===== src/include/gdp_pkg.sv =====
// Shared constants and helpers of the gate driver protection block
package gdp_pkg;
    localparam int CLK_PERIOD_NS = 20;
    // Blanking is counted in ticks of this length
    localparam int BLANK_TICK_NS = 100;
    localparam int BLANK_TICK_CYC = (BLANK_TICK_NS + CLK_PERIOD_NS - 1) / CLK_PERIOD_NS;
    localparam int TICK_W = 3;
    localparam int BLANK_W = 8;
    // Mode watchdog overflow time, rounded down to cycles
    localparam int WDOG_TIME_US = 1000;
    localparam int WDOG_CYC = WDOG_TIME_US * 1000 / CLK_PERIOD_NS;
    localparam int WDOG_W = 16;
    // Sticky error flag positions
    localparam int NFLAG = 8;
    localparam int FLG_OVC = 0;
    localparam int FLG_EN = 1;
    localparam int FLG_PRST = 2;
    localparam int FLG_PUV = 3;
    localparam int FLG_POV = 4;
    localparam int FLG_NUV = 5;
    localparam int FLG_NOV = 6;
    localparam int FLG_MTO = 7;
    // Secondary supply monitor positions
    localparam int NSUP = 4;
    localparam int SUP_PUV = 0;
    localparam int SUP_POV = 1;
    localparam int SUP_NUV = 2;
    localparam int SUP_NOV = 3;
    localparam logic NEG_OVER_DIS_RST = 1'b1;

    function automatic logic rise(input logic cur, input logic prev);
        return cur & ~prev;
    endfunction
endpackage


===== src/include/gdp_prot_if.sv =====
// Carrier between the protection top and its blanking and watchdog helpers
`timescale 1ns/1ps
`default_nettype none
interface gdp_prot_if;
    logic sec_rst;
    logic on_cmd;
    logic [gdp_pkg::BLANK_W-1:0] blank_time;
    logic blank_done;
    logic sel_p;
    logic ref_p;
    logic sel_m;
    logic ref_m;
    logic mode_active;
    logic mode_timeout;
    modport blank (input sec_rst, on_cmd, blank_time, output blank_done);
    modport wdog (input sec_rst, sel_p, ref_p, output sel_m, ref_m, mode_active, mode_timeout);
endinterface
`default_nettype wire


===== src/rtl/gdp_blank_timer.sv =====
// Overcurrent blanking window timer started at each turn-on
`timescale 1ns/1ps
`default_nettype none
module gdp_blank_timer (
    input wire logic i_sys_clk, // System clock
    input wire logic i_rst_b,   // Async reset, active low
    gdp_prot_if.blank pif       // Blanking request and done
);
    localparam int TW = gdp_pkg::TICK_W;
    localparam logic [TW-1:0] TICK_LAST = TW'(gdp_pkg::BLANK_TICK_CYC - 1);

    typedef struct packed {
        logic [TW-1:0] tick;
        logic [gdp_pkg::BLANK_W-1:0] cnt;
        logic done;
        logic on_d;
    } gdp_blank_st_t;

    gdp_blank_st_t st;
    gdp_blank_st_t next_st;

    always_comb
    begin
        next_st = st;
        next_st.on_d = pif.on_cmd;
        next_st.tick = (st.tick == TICK_LAST) ? '0 : st.tick + 1'b1;
        if (pif.sec_rst || !pif.on_cmd)
        begin
            next_st = '0;
        end
        else if (!st.on_d)
        begin
            // Window restarts on every turn-on
            next_st.tick = '0;
            next_st.cnt = '0;
            next_st.done = (pif.blank_time == '0);
        end
        else if (!st.done && st.tick == TICK_LAST)
        begin
            next_st.cnt = st.cnt + 1'b1;
            next_st.done = (st.cnt + 1'b1 == pif.blank_time);
        end
    end

    always_ff @(posedge i_sys_clk or negedge i_rst_b)
    begin
        if (!i_rst_b)
            st <= '0;
        else
            st <= next_st;
    end

    assign pif.blank_done = st.done;

    a_blank_off_clear: assert property (@(posedge i_sys_clk) disable iff (!i_rst_b)
        !pif.on_cmd |=> !pif.blank_done) else $error("blanking done while output off");
    a_blank_min_len: assert property (@(posedge i_sys_clk) disable iff (!i_rst_b)
        ($rose(pif.on_cmd) && pif.blank_time != '0) |-> !pif.blank_done [*6])
        else $error("blanking window ended early");
endmodule
`default_nettype wire


===== src/rtl/gdp_mode_wdog.sv =====
// Mirrored over-voltage mode select with refresh watchdog
`timescale 1ns/1ps
`default_nettype none
module gdp_mode_wdog #(
    parameter int P_WDOG_CYC = gdp_pkg::WDOG_CYC // Watchdog length in cycles
) (
    input wire logic i_sys_clk, // System clock
    input wire logic i_rst_b,   // Async reset, active low
    gdp_prot_if.wdog pif        // Mode select carrier
);
    localparam int WW = gdp_pkg::WDOG_W;
    localparam logic [WW-1:0] WDOG_LAST = WW'(P_WDOG_CYC - 1);

    typedef struct packed {
        logic sel_m;
        logic ref_m;
        logic ref_d;
        logic both_d;
        logic active;
        logic timeout;
        logic [WW-1:0] timer;
    } gdp_wdog_st_t;

    gdp_wdog_st_t st;
    gdp_wdog_st_t next_st;
    logic both;
    logic ref_rise;

    always_comb
    begin
        next_st = st;
        both = st.sel_m & st.ref_m;
        ref_rise = gdp_pkg::rise(st.ref_m, st.ref_d);
        next_st.sel_m = pif.sel_p;
        next_st.ref_m = pif.ref_p;
        next_st.ref_d = st.ref_m;
        next_st.both_d = both;
        next_st.timeout = 1'b0;
        if (pif.sec_rst)
            next_st = '0;
        else if (!st.sel_m)
            next_st.active = 1'b0;
        else if (st.active && st.timer == WDOG_LAST)
        begin
            next_st.active = 1'b0;
            next_st.timeout = 1'b1;
        end
        else if (!st.active && gdp_pkg::rise(both, st.both_d))
        begin
            // Set only on a fresh select-and-refresh, so a timeout is not undone at once
            next_st.active = 1'b1;
            next_st.timer = '0;
        end
        else if (st.active)
            next_st.timer = ref_rise ? '0 : st.timer + 1'b1;
    end

    always_ff @(posedge i_sys_clk or negedge i_rst_b)
    begin
        if (!i_rst_b)
            st <= '0;
        else
            st <= next_st;
    end

    assign pif.sel_m = st.sel_m;
    assign pif.ref_m = st.ref_m;
    assign pif.mode_active = st.active;
    assign pif.mode_timeout = st.timeout;

    a_mode_sel_clear: assert property (@(posedge i_sys_clk) disable iff (!i_rst_b)
        !st.sel_m |=> !st.active) else $error("mode stayed active without select");
    a_mode_timeout: assert property (@(posedge i_sys_clk) disable iff (!i_rst_b)
        (st.active && st.sel_m && !pif.sec_rst && st.timer == WDOG_LAST) |=> (!st.active && st.timeout))
        else $error("watchdog overflow not handled");
    a_mode_refresh: assert property (@(posedge i_sys_clk) disable iff (!i_rst_b)
        (st.active && st.sel_m && !pif.sec_rst && ref_rise && st.timer != WDOG_LAST) |=> st.timer == '0)
        else $error("refresh did not restart watchdog");
endmodule
`default_nettype wire


===== src/rtl/gdp_protect.sv =====
// Top of the gate driver protection logic: overcurrent, enable and supply supervision
`timescale 1ns/1ps
`default_nettype none
module gdp_protect #(
    parameter int P_WDOG_CYC = gdp_pkg::WDOG_CYC // Mode watchdog length in cycles
) (
    input wire logic i_sys_clk,                        // System clock, 50 MHz
    input wire logic i_rst_b,                          // Async reset, active low
    input wire logic i_out_on_cmd,                     // Output-on command
    input wire logic i_ocp_comp,                       // Raw overcurrent comparator
    input wire logic [7:0] i_overcurrent_blanking_time, // Blanking in 100 ns ticks
    input wire logic i_en_valid,                       // External enable is valid
    input wire logic i_prim_uv,                        // Primary undervoltage monitor
    input wire logic i_pos_uv,                         // Positive supply under
    input wire logic i_pos_ov,                         // Positive supply over
    input wire logic i_neg_uv,                         // Negative supply under
    input wire logic i_neg_ov,                         // Negative supply over
    input wire logic i_pos_below_rst,                  // Positive supply below reset level
    input wire logic i_over_mode_select_primary,       // Host mode select
    input wire logic i_over_mode_refresh_primary,      // Host mode refresh
    input wire logic i_cfg_wr,                         // Config write strobe
    input wire logic i_cfg_neg_over_disable,           // Config data
    input wire logic [7:0] i_flag_clr,                 // Flag clear, one per flag
    input wire logic i_fast_react,                     // Fast reactivation pulse
    input wire logic i_reinit,                         // Full reinitialisation pulse
    output logic o_safe_off,                           // Safe turn-off pulse
    output logic o_regular_off,                        // Regular turn-off pulse
    output logic o_clamp_inhibit_delay,                // Apply clamp delay with turn-off
    output logic o_drive_permit,                       // Output may be switched on
    output logic o_fault_a_notify_n,                   // Fault A, active low
    output logic o_fault_b_notify_n,                   // Fault B, active low
    output logic o_reset_ready_n,                      // Reset/ready, low in reset
    output logic o_sec_reset,                          // Secondary logic held in reset
    output logic [7:0] o_flags,                        // Sticky error flags
    output logic o_overcurrent_compare_status,         // Blanked compare result
    output logic o_enable_valid_status,                // Enable validity
    output logic o_pos_under_monitor_status,           // Live positive under
    output logic o_pos_over_monitor_status,            // Live positive over
    output logic o_neg_under_monitor_status,           // Live negative under
    output logic o_neg_over_monitor_status,            // Live negative over
    output logic o_over_mode_select_mirror,            // Mirrored select
    output logic o_over_mode_refresh_mirror,           // Mirrored refresh
    output logic o_over_mode_active_status,            // Over mode: 1 notify only
    output logic o_neg_over_disable                    // Negative over disabled
);
    localparam int NS = gdp_pkg::NSUP;

    typedef struct packed {
        logic [gdp_pkg::NFLAG-1:0] flags;
        logic [NS-1:0] sup_d;
        logic [NS-1:0] bsup_d;
        logic [NS-1:0] mon;
        logic lock_a;
        logic lock_b;
        logic en_d;
        logic prim_d;
        logic neg_dis;
        logic ovc_stat;
        logic en_stat;
        logic safe_off;
        logic reg_off;
        logic clamp_dly;
        logic rst_rdy_n;
    } gdp_top_st_t;

    localparam gdp_top_st_t ST_RST = '{neg_dis: gdp_pkg::NEG_OVER_DIS_RST, default: '0};

    gdp_top_st_t st;
    gdp_top_st_t next_st;
    gdp_prot_if pif ();

    logic on_ok;
    logic ovc_hit;
    logic ovc_ev;
    logic en_ev;
    logic prim_ev;
    logic prim_rec;
    logic b_ev;
    logic [NS-1:0] sup;
    logic [NS-1:0] sup_ev;
    logic [NS-1:0] live_b;
    logic [gdp_pkg::NFLAG-1:0] set;

    assign pif.sec_rst = i_pos_below_rst;
    assign pif.on_cmd = i_out_on_cmd;
    assign pif.blank_time = i_overcurrent_blanking_time;
    assign pif.sel_p = i_over_mode_select_primary;
    assign pif.ref_p = i_over_mode_refresh_primary;

    gdp_blank_timer u_blank (
        .i_sys_clk(i_sys_clk),
        .i_rst_b(i_rst_b),
        .pif(pif.blank)
    );

    gdp_mode_wdog #(
        .P_WDOG_CYC(P_WDOG_CYC)
    ) u_wdog (
        .i_sys_clk(i_sys_clk),
        .i_rst_b(i_rst_b),
        .pif(pif.wdog)
    );

    always_comb
    begin
        next_st = st;
        on_ok = i_out_on_cmd && pif.blank_done;
        ovc_hit = on_ok && i_ocp_comp;
        ovc_ev = ovc_hit && !st.lock_a;
        en_ev = gdp_pkg::rise(st.en_d, i_en_valid);
        prim_ev = gdp_pkg::rise(i_prim_uv, st.prim_d);
        prim_rec = gdp_pkg::rise(st.prim_d, i_prim_uv);
        sup[gdp_pkg::SUP_PUV] = i_pos_uv;
        sup[gdp_pkg::SUP_POV] = i_pos_ov;
        sup[gdp_pkg::SUP_NUV] = i_neg_uv;
        sup[gdp_pkg::SUP_NOV] = i_neg_ov && !st.neg_dis;
        sup_ev = sup & ~st.sup_d;
        // Conditions that lock the output; notify-only mode drops positive over
        live_b = sup;
        live_b[gdp_pkg::SUP_POV] = i_pos_ov && !pif.mode_active;
        // A mode change back to class B with the fault present still locks
        b_ev = |(live_b & ~st.bsup_d);
        set = '0;
        set[gdp_pkg::FLG_OVC] = ovc_ev;
        set[gdp_pkg::FLG_EN] = en_ev;
        set[gdp_pkg::FLG_PRST] = prim_rec;
        set[gdp_pkg::FLG_PUV] = sup_ev[gdp_pkg::SUP_PUV];
        set[gdp_pkg::FLG_POV] = sup_ev[gdp_pkg::SUP_POV];
        set[gdp_pkg::FLG_NUV] = sup_ev[gdp_pkg::SUP_NUV];
        set[gdp_pkg::FLG_NOV] = sup_ev[gdp_pkg::SUP_NOV];
        set[gdp_pkg::FLG_MTO] = pif.mode_timeout;
        // A new event wins over a clear in the same cycle
        next_st.flags = (st.flags & ~i_flag_clr) | set;
        if (ovc_ev || en_ev)
            next_st.lock_a = 1'b1;
        else if (i_fast_react)
            next_st.lock_a = 1'b0;
        if (b_ev || prim_ev)
            next_st.lock_b = 1'b1;
        else if (i_reinit && !(|live_b) && !i_prim_uv)
            next_st.lock_b = 1'b0;
        next_st.safe_off = ovc_ev;
        next_st.reg_off = en_ev || b_ev || prim_ev;
        // Clamp delay only for regular turn-off; a safe turn-off overrides it
        next_st.clamp_dly = (en_ev || b_ev || prim_ev) && !ovc_ev;
        next_st.rst_rdy_n = !i_prim_uv;
        next_st.ovc_stat = ovc_hit;
        next_st.en_stat = i_en_valid;
        next_st.mon[gdp_pkg::SUP_PUV] = i_pos_uv;
        next_st.mon[gdp_pkg::SUP_POV] = i_pos_ov;
        next_st.mon[gdp_pkg::SUP_NUV] = i_neg_uv;
        next_st.mon[gdp_pkg::SUP_NOV] = i_neg_ov;
        if (pif.sec_rst)
            next_st.neg_dis = gdp_pkg::NEG_OVER_DIS_RST;
        else if (i_cfg_wr)
            next_st.neg_dis = i_cfg_neg_over_disable;
        next_st.en_d = i_en_valid;
        next_st.prim_d = i_prim_uv;
        next_st.sup_d = sup;
        next_st.bsup_d = live_b;
    end

    always_ff @(posedge i_sys_clk or negedge i_rst_b)
    begin
        if (!i_rst_b)
            st <= ST_RST;
        else
            st <= next_st;
    end

    assign o_safe_off = st.safe_off;
    assign o_regular_off = st.reg_off;
    assign o_clamp_inhibit_delay = st.clamp_dly;
    assign o_drive_permit = !st.lock_a && !st.lock_b && st.rst_rdy_n && !pif.sec_rst;
    assign o_fault_a_notify_n = !st.lock_a;
    assign o_fault_b_notify_n = !st.lock_b;
    assign o_reset_ready_n = st.rst_rdy_n;
    assign o_sec_reset = pif.sec_rst;
    assign o_flags = st.flags;
    assign o_overcurrent_compare_status = st.ovc_stat;
    assign o_enable_valid_status = st.en_stat;
    assign o_pos_under_monitor_status = st.mon[gdp_pkg::SUP_PUV];
    assign o_pos_over_monitor_status = st.mon[gdp_pkg::SUP_POV];
    assign o_neg_under_monitor_status = st.mon[gdp_pkg::SUP_NUV];
    assign o_neg_over_monitor_status = st.mon[gdp_pkg::SUP_NOV];
    assign o_over_mode_select_mirror = pif.sel_m;
    assign o_over_mode_refresh_mirror = pif.ref_m;
    assign o_over_mode_active_status = pif.mode_active;
    assign o_neg_over_disable = st.neg_dis;

    a_ovc_off_idle: assert property (@(posedge i_sys_clk) disable iff (!i_rst_b)
        !i_out_on_cmd |=> (!o_overcurrent_compare_status && !o_safe_off))
        else $error("overcurrent evaluated while output off");
    a_ovc_event: assert property (@(posedge i_sys_clk) disable iff (!i_rst_b)
        (on_ok && i_ocp_comp && o_fault_a_notify_n)
        |=> (o_safe_off && o_flags[gdp_pkg::FLG_OVC] && !o_fault_a_notify_n))
        else $error("overcurrent reaction missing");
    a_ovc_stat_blank: assert property (@(posedge i_sys_clk) disable iff (!i_rst_b)
        !pif.blank_done |=> !o_overcurrent_compare_status)
        else $error("compare status not blanked");
    a_clamp_safe_off: assert property (@(posedge i_sys_clk) disable iff (!i_rst_b)
        o_safe_off |-> !o_clamp_inhibit_delay) else $error("clamp delay on safe turn-off");
    a_en_fall_event: assert property (@(posedge i_sys_clk) disable iff (!i_rst_b)
        $fell(i_en_valid) |=> (o_regular_off && o_flags[gdp_pkg::FLG_EN] && !o_fault_a_notify_n))
        else $error("enable loss reaction missing");
    a_prim_uv_hold: assert property (@(posedge i_sys_clk) disable iff (!i_rst_b)
        i_prim_uv |=> (!o_reset_ready_n && !o_drive_permit))
        else $error("reset/ready not low in primary undervoltage");
    a_prim_recover: assert property (@(posedge i_sys_clk) disable iff (!i_rst_b)
        $fell(i_prim_uv) |=> (o_reset_ready_n && o_flags[gdp_pkg::FLG_PRST]))
        else $error("primary recovery not flagged");
    a_pos_uv_event: assert property (@(posedge i_sys_clk) disable iff (!i_rst_b)
        $rose(i_pos_uv) |=> (o_regular_off && o_flags[gdp_pkg::FLG_PUV] && !o_fault_b_notify_n))
        else $error("positive undervoltage reaction missing");
    a_pos_ov_notify: assert property (@(posedge i_sys_clk) disable iff (!i_rst_b)
        (pif.mode_active && o_fault_b_notify_n && !b_ev && !prim_ev) |=> o_fault_b_notify_n)
        else $error("notify-only mode locked the output");
    a_neg_ov_disabled: assert property (@(posedge i_sys_clk) disable iff (!i_rst_b)
        (st.neg_dis && !o_flags[gdp_pkg::FLG_NOV]) |=> !o_flags[gdp_pkg::FLG_NOV])
        else $error("disabled negative overvoltage flagged");

    for (genvar g = 0; g < gdp_pkg::NFLAG; g++)
    begin : g_sticky
        a_flag_sticky: assert property (@(posedge i_sys_clk) disable iff (!i_rst_b)
            (o_flags[g] && !i_flag_clr[g]) |=> o_flags[g]) else $error("error flag dropped");
    end
endmodule
`default_nettype wire


===== config.mk =====
export PLATFORM = sky130hd
export DESIGN_NAME = gdp_protect
export DESIGN_NICKNAME = d
export VERILOG_FILES = /design/src/include/gdp_pkg.sv /design/src/include/gdp_prot_if.sv /design/src/rtl/gdp_blank_timer.sv /design/src/rtl/gdp_mode_wdog.sv /design/src/rtl/gdp_protect.sv
export SDC_FILE = /design/constraint.sdc
export NUM_CORES = 1
export LEC_CHECK = 0
export ABC_AREA = 1
export BUFFER_PORTS_ARGS = -buffer_cell sky130_fd_sc_hd__buf_4
export CORE_ASPECT_RATIO = 2
export CORE_MARGIN = 4
export CORE_UTILIZATION = 40
export CTS_CLUSTER_SIZE = 16
export DETAILED_ROUTE_END_ITERATION = 7
export PLACE_DENSITY_LB_ADDON = 0.08
export SLEW_MARGIN = 30
export SYNTH_ARGS = -nofsm -noshare
export SYNTH_HDL_FRONTEND = slang
export SYNTH_SLANG_ARGS = --single-unit

===== constraint.sdc =====
create_clock -name i_sys_clk -period 1.7 [get_ports i_sys_clk]
set_input_delay 0.51 -clock i_sys_clk [delete_from_list [all_inputs] [get_ports i_sys_clk]]
set_output_delay 0.51 -clock i_sys_clk [all_outputs]
set_load 0.03 [all_outputs]

==> impl_results.md, run 1 <==
- Synth warn: 0
- Max-cap violations: 0
- Tcrit/Tclk final: 0.9613
- Commonest non-fill, non-tap cell in the layout: nand2_1
- Max_slew headroom: 0.6824
- TritonRoute pass-1 iters: 4
- Layout cells sized above 1: 0.2794
- Net Count, Synth: 457
- F_max: 611.9 MHz
- Cells after DPL: 573
- Sequential Area: 0.001481 mm^2
- H-tree depth: 3
- Slew Viols, Final: 0
- Synth Register Bits: 59
- Leak Pwr: 2.062 nW
- Crit path kind: flop to primary output
- Final instance area: 0.004224 mm^2
- Endpoint class of the critical path: primary output
- Fin nets: 533
- Vias in the first global route: 3041
- Gr ovfl total: 0
- Worst skew pair latency: 0.33 ns
- Initial antenna violation count: 0
- CP startpoint kind: flop
- Total GRT Usage: 0.1919
- Clock sinks: 59
- Hold Crit Class: input pin to async pin
- PwrDens: 850.4 mW/mm^2
- Num CTS Buffers: 9
- Die height: 136.2 um
- RePlAce Congestion: 0.8477
- DRC Markers: 0
- Worst clock skew: 0.004891 ns
- Mean post-synth cell area: 7.820 um^2
- Hpwl dp: 6660 um
- Remaining antenna violation count: 0
- RSZ-0062 raised after global routing: yes
- Area Overhead vs Synth: 28.61%
- Status: completed
- Vias: 2939
- First-pass GRT wire length: 14230 um
- FP Rows: 46
- Port bufs: 58
- Post-Syn Area: 0.003284 mm^2
- Post-Layout Cell Count: 597
- Routed WL per cell: 14.51 um
- Ports: 59
- CTS Buffer Depth: 2
- Die Wd: 72.08 um
- Ratio of routed vias to standard cells: 4.923
- Fill cells: 777
- Syn Inst Count: 420
- DRT iter0 DRCs: 102
- WP data arrival: 1.12 ns
- CTS Root Cell: clkbuf_16
- Clock-pin slew on the worst setup and hold paths: 0.06 ns
- Final hold vios: 0
- Largest net degree at the start of global routing: 35
- CTS tree: done
- Most frequent cells in the layout: nand2_1, buf_4, inv_1
- Antenna Cells: 0
- Peak VDD IR: 0.7203 mV
- Yosys cell types: 41
- Core ar.: 0.007943 mm^2
- Initial Util: 0.4135
- Placed inst area: 0.003807 mm^2
- Total Routed Length: 8665 um
- Multi-input logic area: 0.001454 mm^2
- Die ar.: 0.009813 mm^2
- Crit Path Max Fanout: 3
- Slew @ Worst Pin: 0.4763 ns
- # hold bufs at CTS: 0
- Tmin final: 1.634 ns
- Setup Viol. Count Final: 0
- WP data required: 1.19 ns
- Post-synthesis sequential area ratio: 0.4499
[logic make-up after synthesis]
| group | share of synthesized area |
|---|---|
| xor gates and xnor gates | 0.008001 |
| and+or+nand+nor | 0.3215 |
| DFF | 0.4499 |
| buffers and inverters | 0.1288 |
| adders and majority gates | 0.01524 |
| AOI/OAI and AO/OA | 0.07657 |
[worst paths after layout]
path	end	slack, ns	start	depth (start not counted)
worst min register to register	o_flags[7]$_DFF_PN0_	0.44	u_wdog.pif.mode_timeout$_DFF_PN0_	1
min in group i_sys_clk	o_pos_over_monitor_status$_DFF_PN0_	0.29	i_pos_ov	1
worst max register to register	u_wdog.st[11]$_DFFE_PN0P_	0.10	u_wdog.st[0]$_DFFE_PN0P_	9
max in group asynchronous	u_blank.st[2]$_DFFE_PN0P_	1.11	i_rst_b	2
worst min-delay path	o_flags[7]$_DFF_PN0_	0.16	i_rst_b	2
worst max-delay path	o_drive_permit	0.07	st[9]$_DFFE_PN0P_	4
[per-layer routing]
| layer | up-vias | GRT usage | wire length, um |
|---|---|---|---|
| met5 | - | 0 | 0 |
| met4 | 0 | 0.09937 | 252 |
| met3 | 21 | 0.04589 | 284 |
| met2 | 58 | 0.3614 | 5070 |
| met1 | 1375 | 0.1853 | 3057 |
| li1 | 1485 | - | - |
[stage by stage]
stage               total power, mW  setup slack (ns)  hold WS [ns]  utilization  setup TNS [ns]
finish                        3.592           0.06586        0.1578       0.5318               0
global route                  3.752          -0.02657        0.1797       0.5318        -0.02921
CTS                           3.633          0.007161        0.1623       0.5167               0
detailed placement            1.882          -0.06770        0.4341       0.4794         -0.1080
global placement              1.879          -0.01417        0.4211       0.4794        -0.02253
floorplan                     1.715           0.06446        0.2144            -               0
[synthesized netlist by cell type, drive strengths merged]
master    n  area, um^2
nand2    96       411.7
inv      72       270.3
dfrtp    58        1451
nor2     50       200.2
nand3    43       220.2
o21ai    22       125.1
buf      16       148.9
nor3     13       81.33
nand4    11       68.82
o22ai     6       37.54
a21oi     5       28.78
ha        4       50.05
o21bai    4       30.03
nand3b    3       22.52
nor4      3       18.77
or2       3       18.77
xnor2     2       17.52
a21boi    1       7.510
a31oi     1       6.260
and3      1       6.260
clkbuf    1       3.750
dfstp     1       26.28
nor3b     1       7.510
o2111ai   1       8.760
o211ai    1       7.510
xor2      1       8.760
[state kept, by name, indices dropped and copies added (netlist names), 5 cells and up]
name,count
u_wdog.st,18
o_flags,8
st,5
u_blank.st,12
[power breakdown]
part	leakage [nW]	switching (mW)	total (mW)	internal, mW
sequential	0.767	0.0208	1.47	1.45
combinational	1.16	0.253	0.409	0.157
clock	0.135	0.705	1.71	1.01
[layout make-up]
| type | count | area share |
|---|---|---|
| flip-flops and latches | 59 | 0.3507 |
| multi-input cells | 273 | 0.3442 |
| repair buffers | 81 | 0.1448 |
| inverters | 72 | 0.06398 |
| clock buffers | 9 | 0.05332 |
| well taps | 96 | 0.02844 |
| clock inverters | 7 | 0.01451 |
[worst max-delay path, stage by stage, from the launching register on]
cell and delay, ns:
dfrtp_1 0.37, inv_2 0.07, nand3_2 0.09, nor2_4 0.13, buf_6 0.14
[repair_timing]
item / 4_1_cts / 5_1_grt
buffers inserted: 0 / 7
endpoints found under the setup margin: 5 / 6
gates cloned: 0 / 1
pin swaps: 0 / 5
gates resized for setup: 3 / 16
Power figures use the tool's default switching activity.
==> inputs of run 2 (changes only) <==
Settings changed: PLACE_DENSITY_LB_ADDON 0.08 to 0.2.
==> run 2 against run 1 <==
Effect of this change: critical path depth did not move; worst hold slack worse by 0.053 ns; via count decreased by 0.78%; utilization shrank 0.35 points; flip-flop and latch count unchanged; largest power group unchanged; clock-buffer cell count rose by 1; maximum frequency shrank 0.79%; clock skew rose by 0.0013 ns; final cell count down 0.84%.
==> impl_results.md, run 2 (synthesized netlist as in run 1, its figures left out) <==
- Status: completed (unchanged)
- Commonest non-fill, non-tap cell in the layout: nand2_1 (unchanged)
- Total GRT Usage: 0.1990 (was 0.1919)
- Layout cells sized above 1: 0.2661 (was 0.2794)
- F_max: 607.1 MHz (was 611.9 MHz)
- Clock share of power: 0.482 (was 0.477)
- Setup WS post-layout: 0.05284 ns (was 0.06586 ns)
- RePlAce Congestion: 1.001 (was 0.8477)
- CTS Buffer Depth: 2 (unchanged)
- CP max-delay cell: dfrtp_1 (unchanged)
- Core ar.: 0.007943 mm^2 (unchanged)
- Max-cap violations: 0 (unchanged)
- Vias in the first global route: 3124 (was 3041)
- DRT iter0 DRCs: 148 (was 102)
- Num CTS Buffers: 9 (unchanged)
- Ratio of routed vias to standard cells: 4.926 (was 4.923)
- First-pass GRT wire length: 14680 um (was 14230 um)
- Placed inst area: 0.003835 mm^2 (was 0.003807 mm^2)
- Top reg by flops: u_wdog.st (unchanged)
- Endpoint class of the critical path: primary output (unchanged)
- TritonRoute pass-1 iters: 4 (unchanged)
- Crit path cell chain: inv_2 -> nand3_2 -> nor2_1 -> buf_4 (was inv_2 -> nand3_2 -> nor2_4 -> buf_6)
- Most frequent cells in the layout: nand2_1, buf_4, inv_1 (unchanged)
- # hold bufs at CTS: 0 (unchanged)
- Switching part of the total power: 0.2499 (was 0.2725)
- Die Wd: 72.08 um (unchanged)
- Vias: 2916 (was 2939)
- Dpl ws: -0.07739 ns (was -0.06770 ns)
- RSZ-0062 raised after global routing: no (was yes)
- Routed WL per cell: 15.36 um (was 14.51 um)
- Setup Viol. Count Final: 0 (unchanged)
- Hold Crit Class: input pin to async pin (unchanged)
- Fin nets: 529 (was 533)
- Sequential share of power: 0.405 (was 0.409)
- Post-Layout Cell Count: 592 (was 597)
- Die ar.: 0.009813 mm^2 (unchanged)
- Cells after DPL: 575 (was 573)
- Total Routed Length: 9093 um (was 8665 um)
- Largest net degree at the start of global routing: 30 (was 35)
- Largest register FFs: 18 (unchanged)
- Peak VDD IR: 0.7711 mV (was 0.7203 mV)
- CTS Root Cell: clkbuf_16 (unchanged)
- Port bufs: 58 (unchanged)
- Ports: 59 (unchanged)
- Area Overhead vs Synth: 27.77% (was 28.61%)
- Initial antenna violation count: 0 (unchanged)
- Hpwl dp: 7126 um (was 6660 um)
- WP data required: 1.19 ns (about the same)
- DRC Markers: 0 (unchanged)
- Slew Viols, Final: 0 (unchanged)
- Clock-pin slew on the worst setup and hold paths: 0.05 ns (was 0.06 ns)
- WP data arrival: 1.14 ns (was 1.12 ns)
- Clock sinks: 59 (unchanged)
- CTS tree: done (unchanged)
- Gr ovfl total: 0 (unchanged)
- Crit Path Max Fanout: 3 (unchanged)
- Antenna Cells: 0 (unchanged)
- Max_slew headroom: 0.7355 (was 0.6824)
- Slew @ Worst Pin: 0.3967 ns (was 0.4763 ns)
- Combinational share of power: 0.112 (was 0.114)
- Internal power: 2.721 mW (was 2.613 mW)
- Worst clock skew: 0.006232 ns (was 0.004891 ns)
- Tcrit/Tclk final: 0.9689 (was 0.9613)
- FP Rows: 46 (unchanged)
- Net Switching: 0.9065 mW (was 0.9790 mW)
- Leak Pwr: 2.049 nW (was 2.062 nW)
- Crit path kind: flop to primary output (unchanged)
- Initial Util: 0.4135 (unchanged)
- Final instance area: 0.004197 mm^2 (was 0.004224 mm^2)
- Tmin final: 1.647 ns (was 1.634 ns)
- CP startpoint kind: flop (unchanged)
- Remaining antenna violation count: 0 (unchanged)
- Setup_tns: 0 ns (unchanged)
- Final hold vios: 0 (unchanged)
- CP max stage delay: 0.37 ns (about the same)
- PwrDens: 864.4 mW/mm^2 (was 850.4 mW/mm^2)
- Worst skew pair latency: 0.33 ns (about the same)
- H-tree depth: 3 (unchanged)
- Die height: 136.2 um (unchanged)
- Final Power: 3.628 mW (was 3.592 mW)
[run 2: timing repair]
| action | in CTS | in global routing |
|---|---|---|
| buffers inserted | 0 | 1 |
| pin swaps | 0 | 4 |
| resized for setup | 2 | 16 |
| gates cloned | 0 | 1 |
| setup endpoints to repair | 5 | 13 |
[run 2: power by group through the flow]
stage | registers, mW | logic, mW | clock network, mW
6_report | 1.47 | 0.407 | 1.75
5_1_grt | 1.47 | 0.442 | 1.84
4_1_cts | 1.47 | 0.399 | 1.79
3_5_place_dp | 1.49 | 0.396 | 0
3_3_place_gp | 1.49 | 0.392 | 0
2_1_floorplan | 1.53 | 0.188 | 0
[run 2: worst paths after layout]
| check | start | to | slack (ns) | depth (start not counted) |
|---|---|---|---|---|
| setup / recovery | st[9]$_DFFE_PN0P_ | o_drive_permit | 0.05 | 4 |
| hold / removal | i_rst_b | o_flags[7]$_DFF_PN0_ | 0.10 | 1 |
| setup reg to reg | u_wdog.st[10]$_DFFE_PN0P_ | u_wdog.st[9]$_DFFE_PN0P_ | 0.11 | 10 |
| hold reg to reg | u_wdog.pif.mode_timeout$_DFF_PN0_ | o_flags[7]$_DFF_PN0_ | 0.44 | 1 |
| max in group asynchronous | i_rst_b | u_wdog.st[7]$_DFFE_PN0P_ | 1.03 | 2 |
| min in group i_sys_clk | i_pos_ov | o_pos_over_monitor_status$_DFF_PN0_ | 0.29 | 1 |
[run 2: final cells by class]
class,instances,area [um^2]
Fill cell,765,3746
Sequential cell,59,1483
Multi-Input combinational cell,273,1449
Timing Repair Buffer,77,590.6
Inverter,72,270.3
Clock buffer,10,229.0
Tap cell,96,120.1
Clock inverter,5,55.05
[run 2: per-layer routing]
layer / vias up / share of wire / routed length [um] / global-route usage
li1: 1483 / - / - / -
met1: 1325 / 0.34 / 3080 / 0.1829
met2: 75 / 0.58 / 5231 / 0.3812
met3: 33 / 0.033 / 296 / 0.03775
met4: 0 / 0.053 / 485 / 0.1245
met5: - / 0 / 0 / 0
[run 2: per-stage QoR]
stage / utilization / hold slack (ns)
after floorplan: - / 0.2144
after global placement: 0.4828 / 0.4235
after detailed placement: 0.4828 / 0.4333
after CTS: 0.5195 / 0.1114
after global routing: 0.5284 / 0.1215
final: 0.5284 / 0.1043
[run 2: critical path: cells and delay by family (launching register included)]
| kind | cells | cell delay, ns |
|---|---|---|
| buffers and inverters | 2 | 0.25 |
| DFF | 1 | 0.37 |
| and+or+nand+nor | 2 | 0.20 |
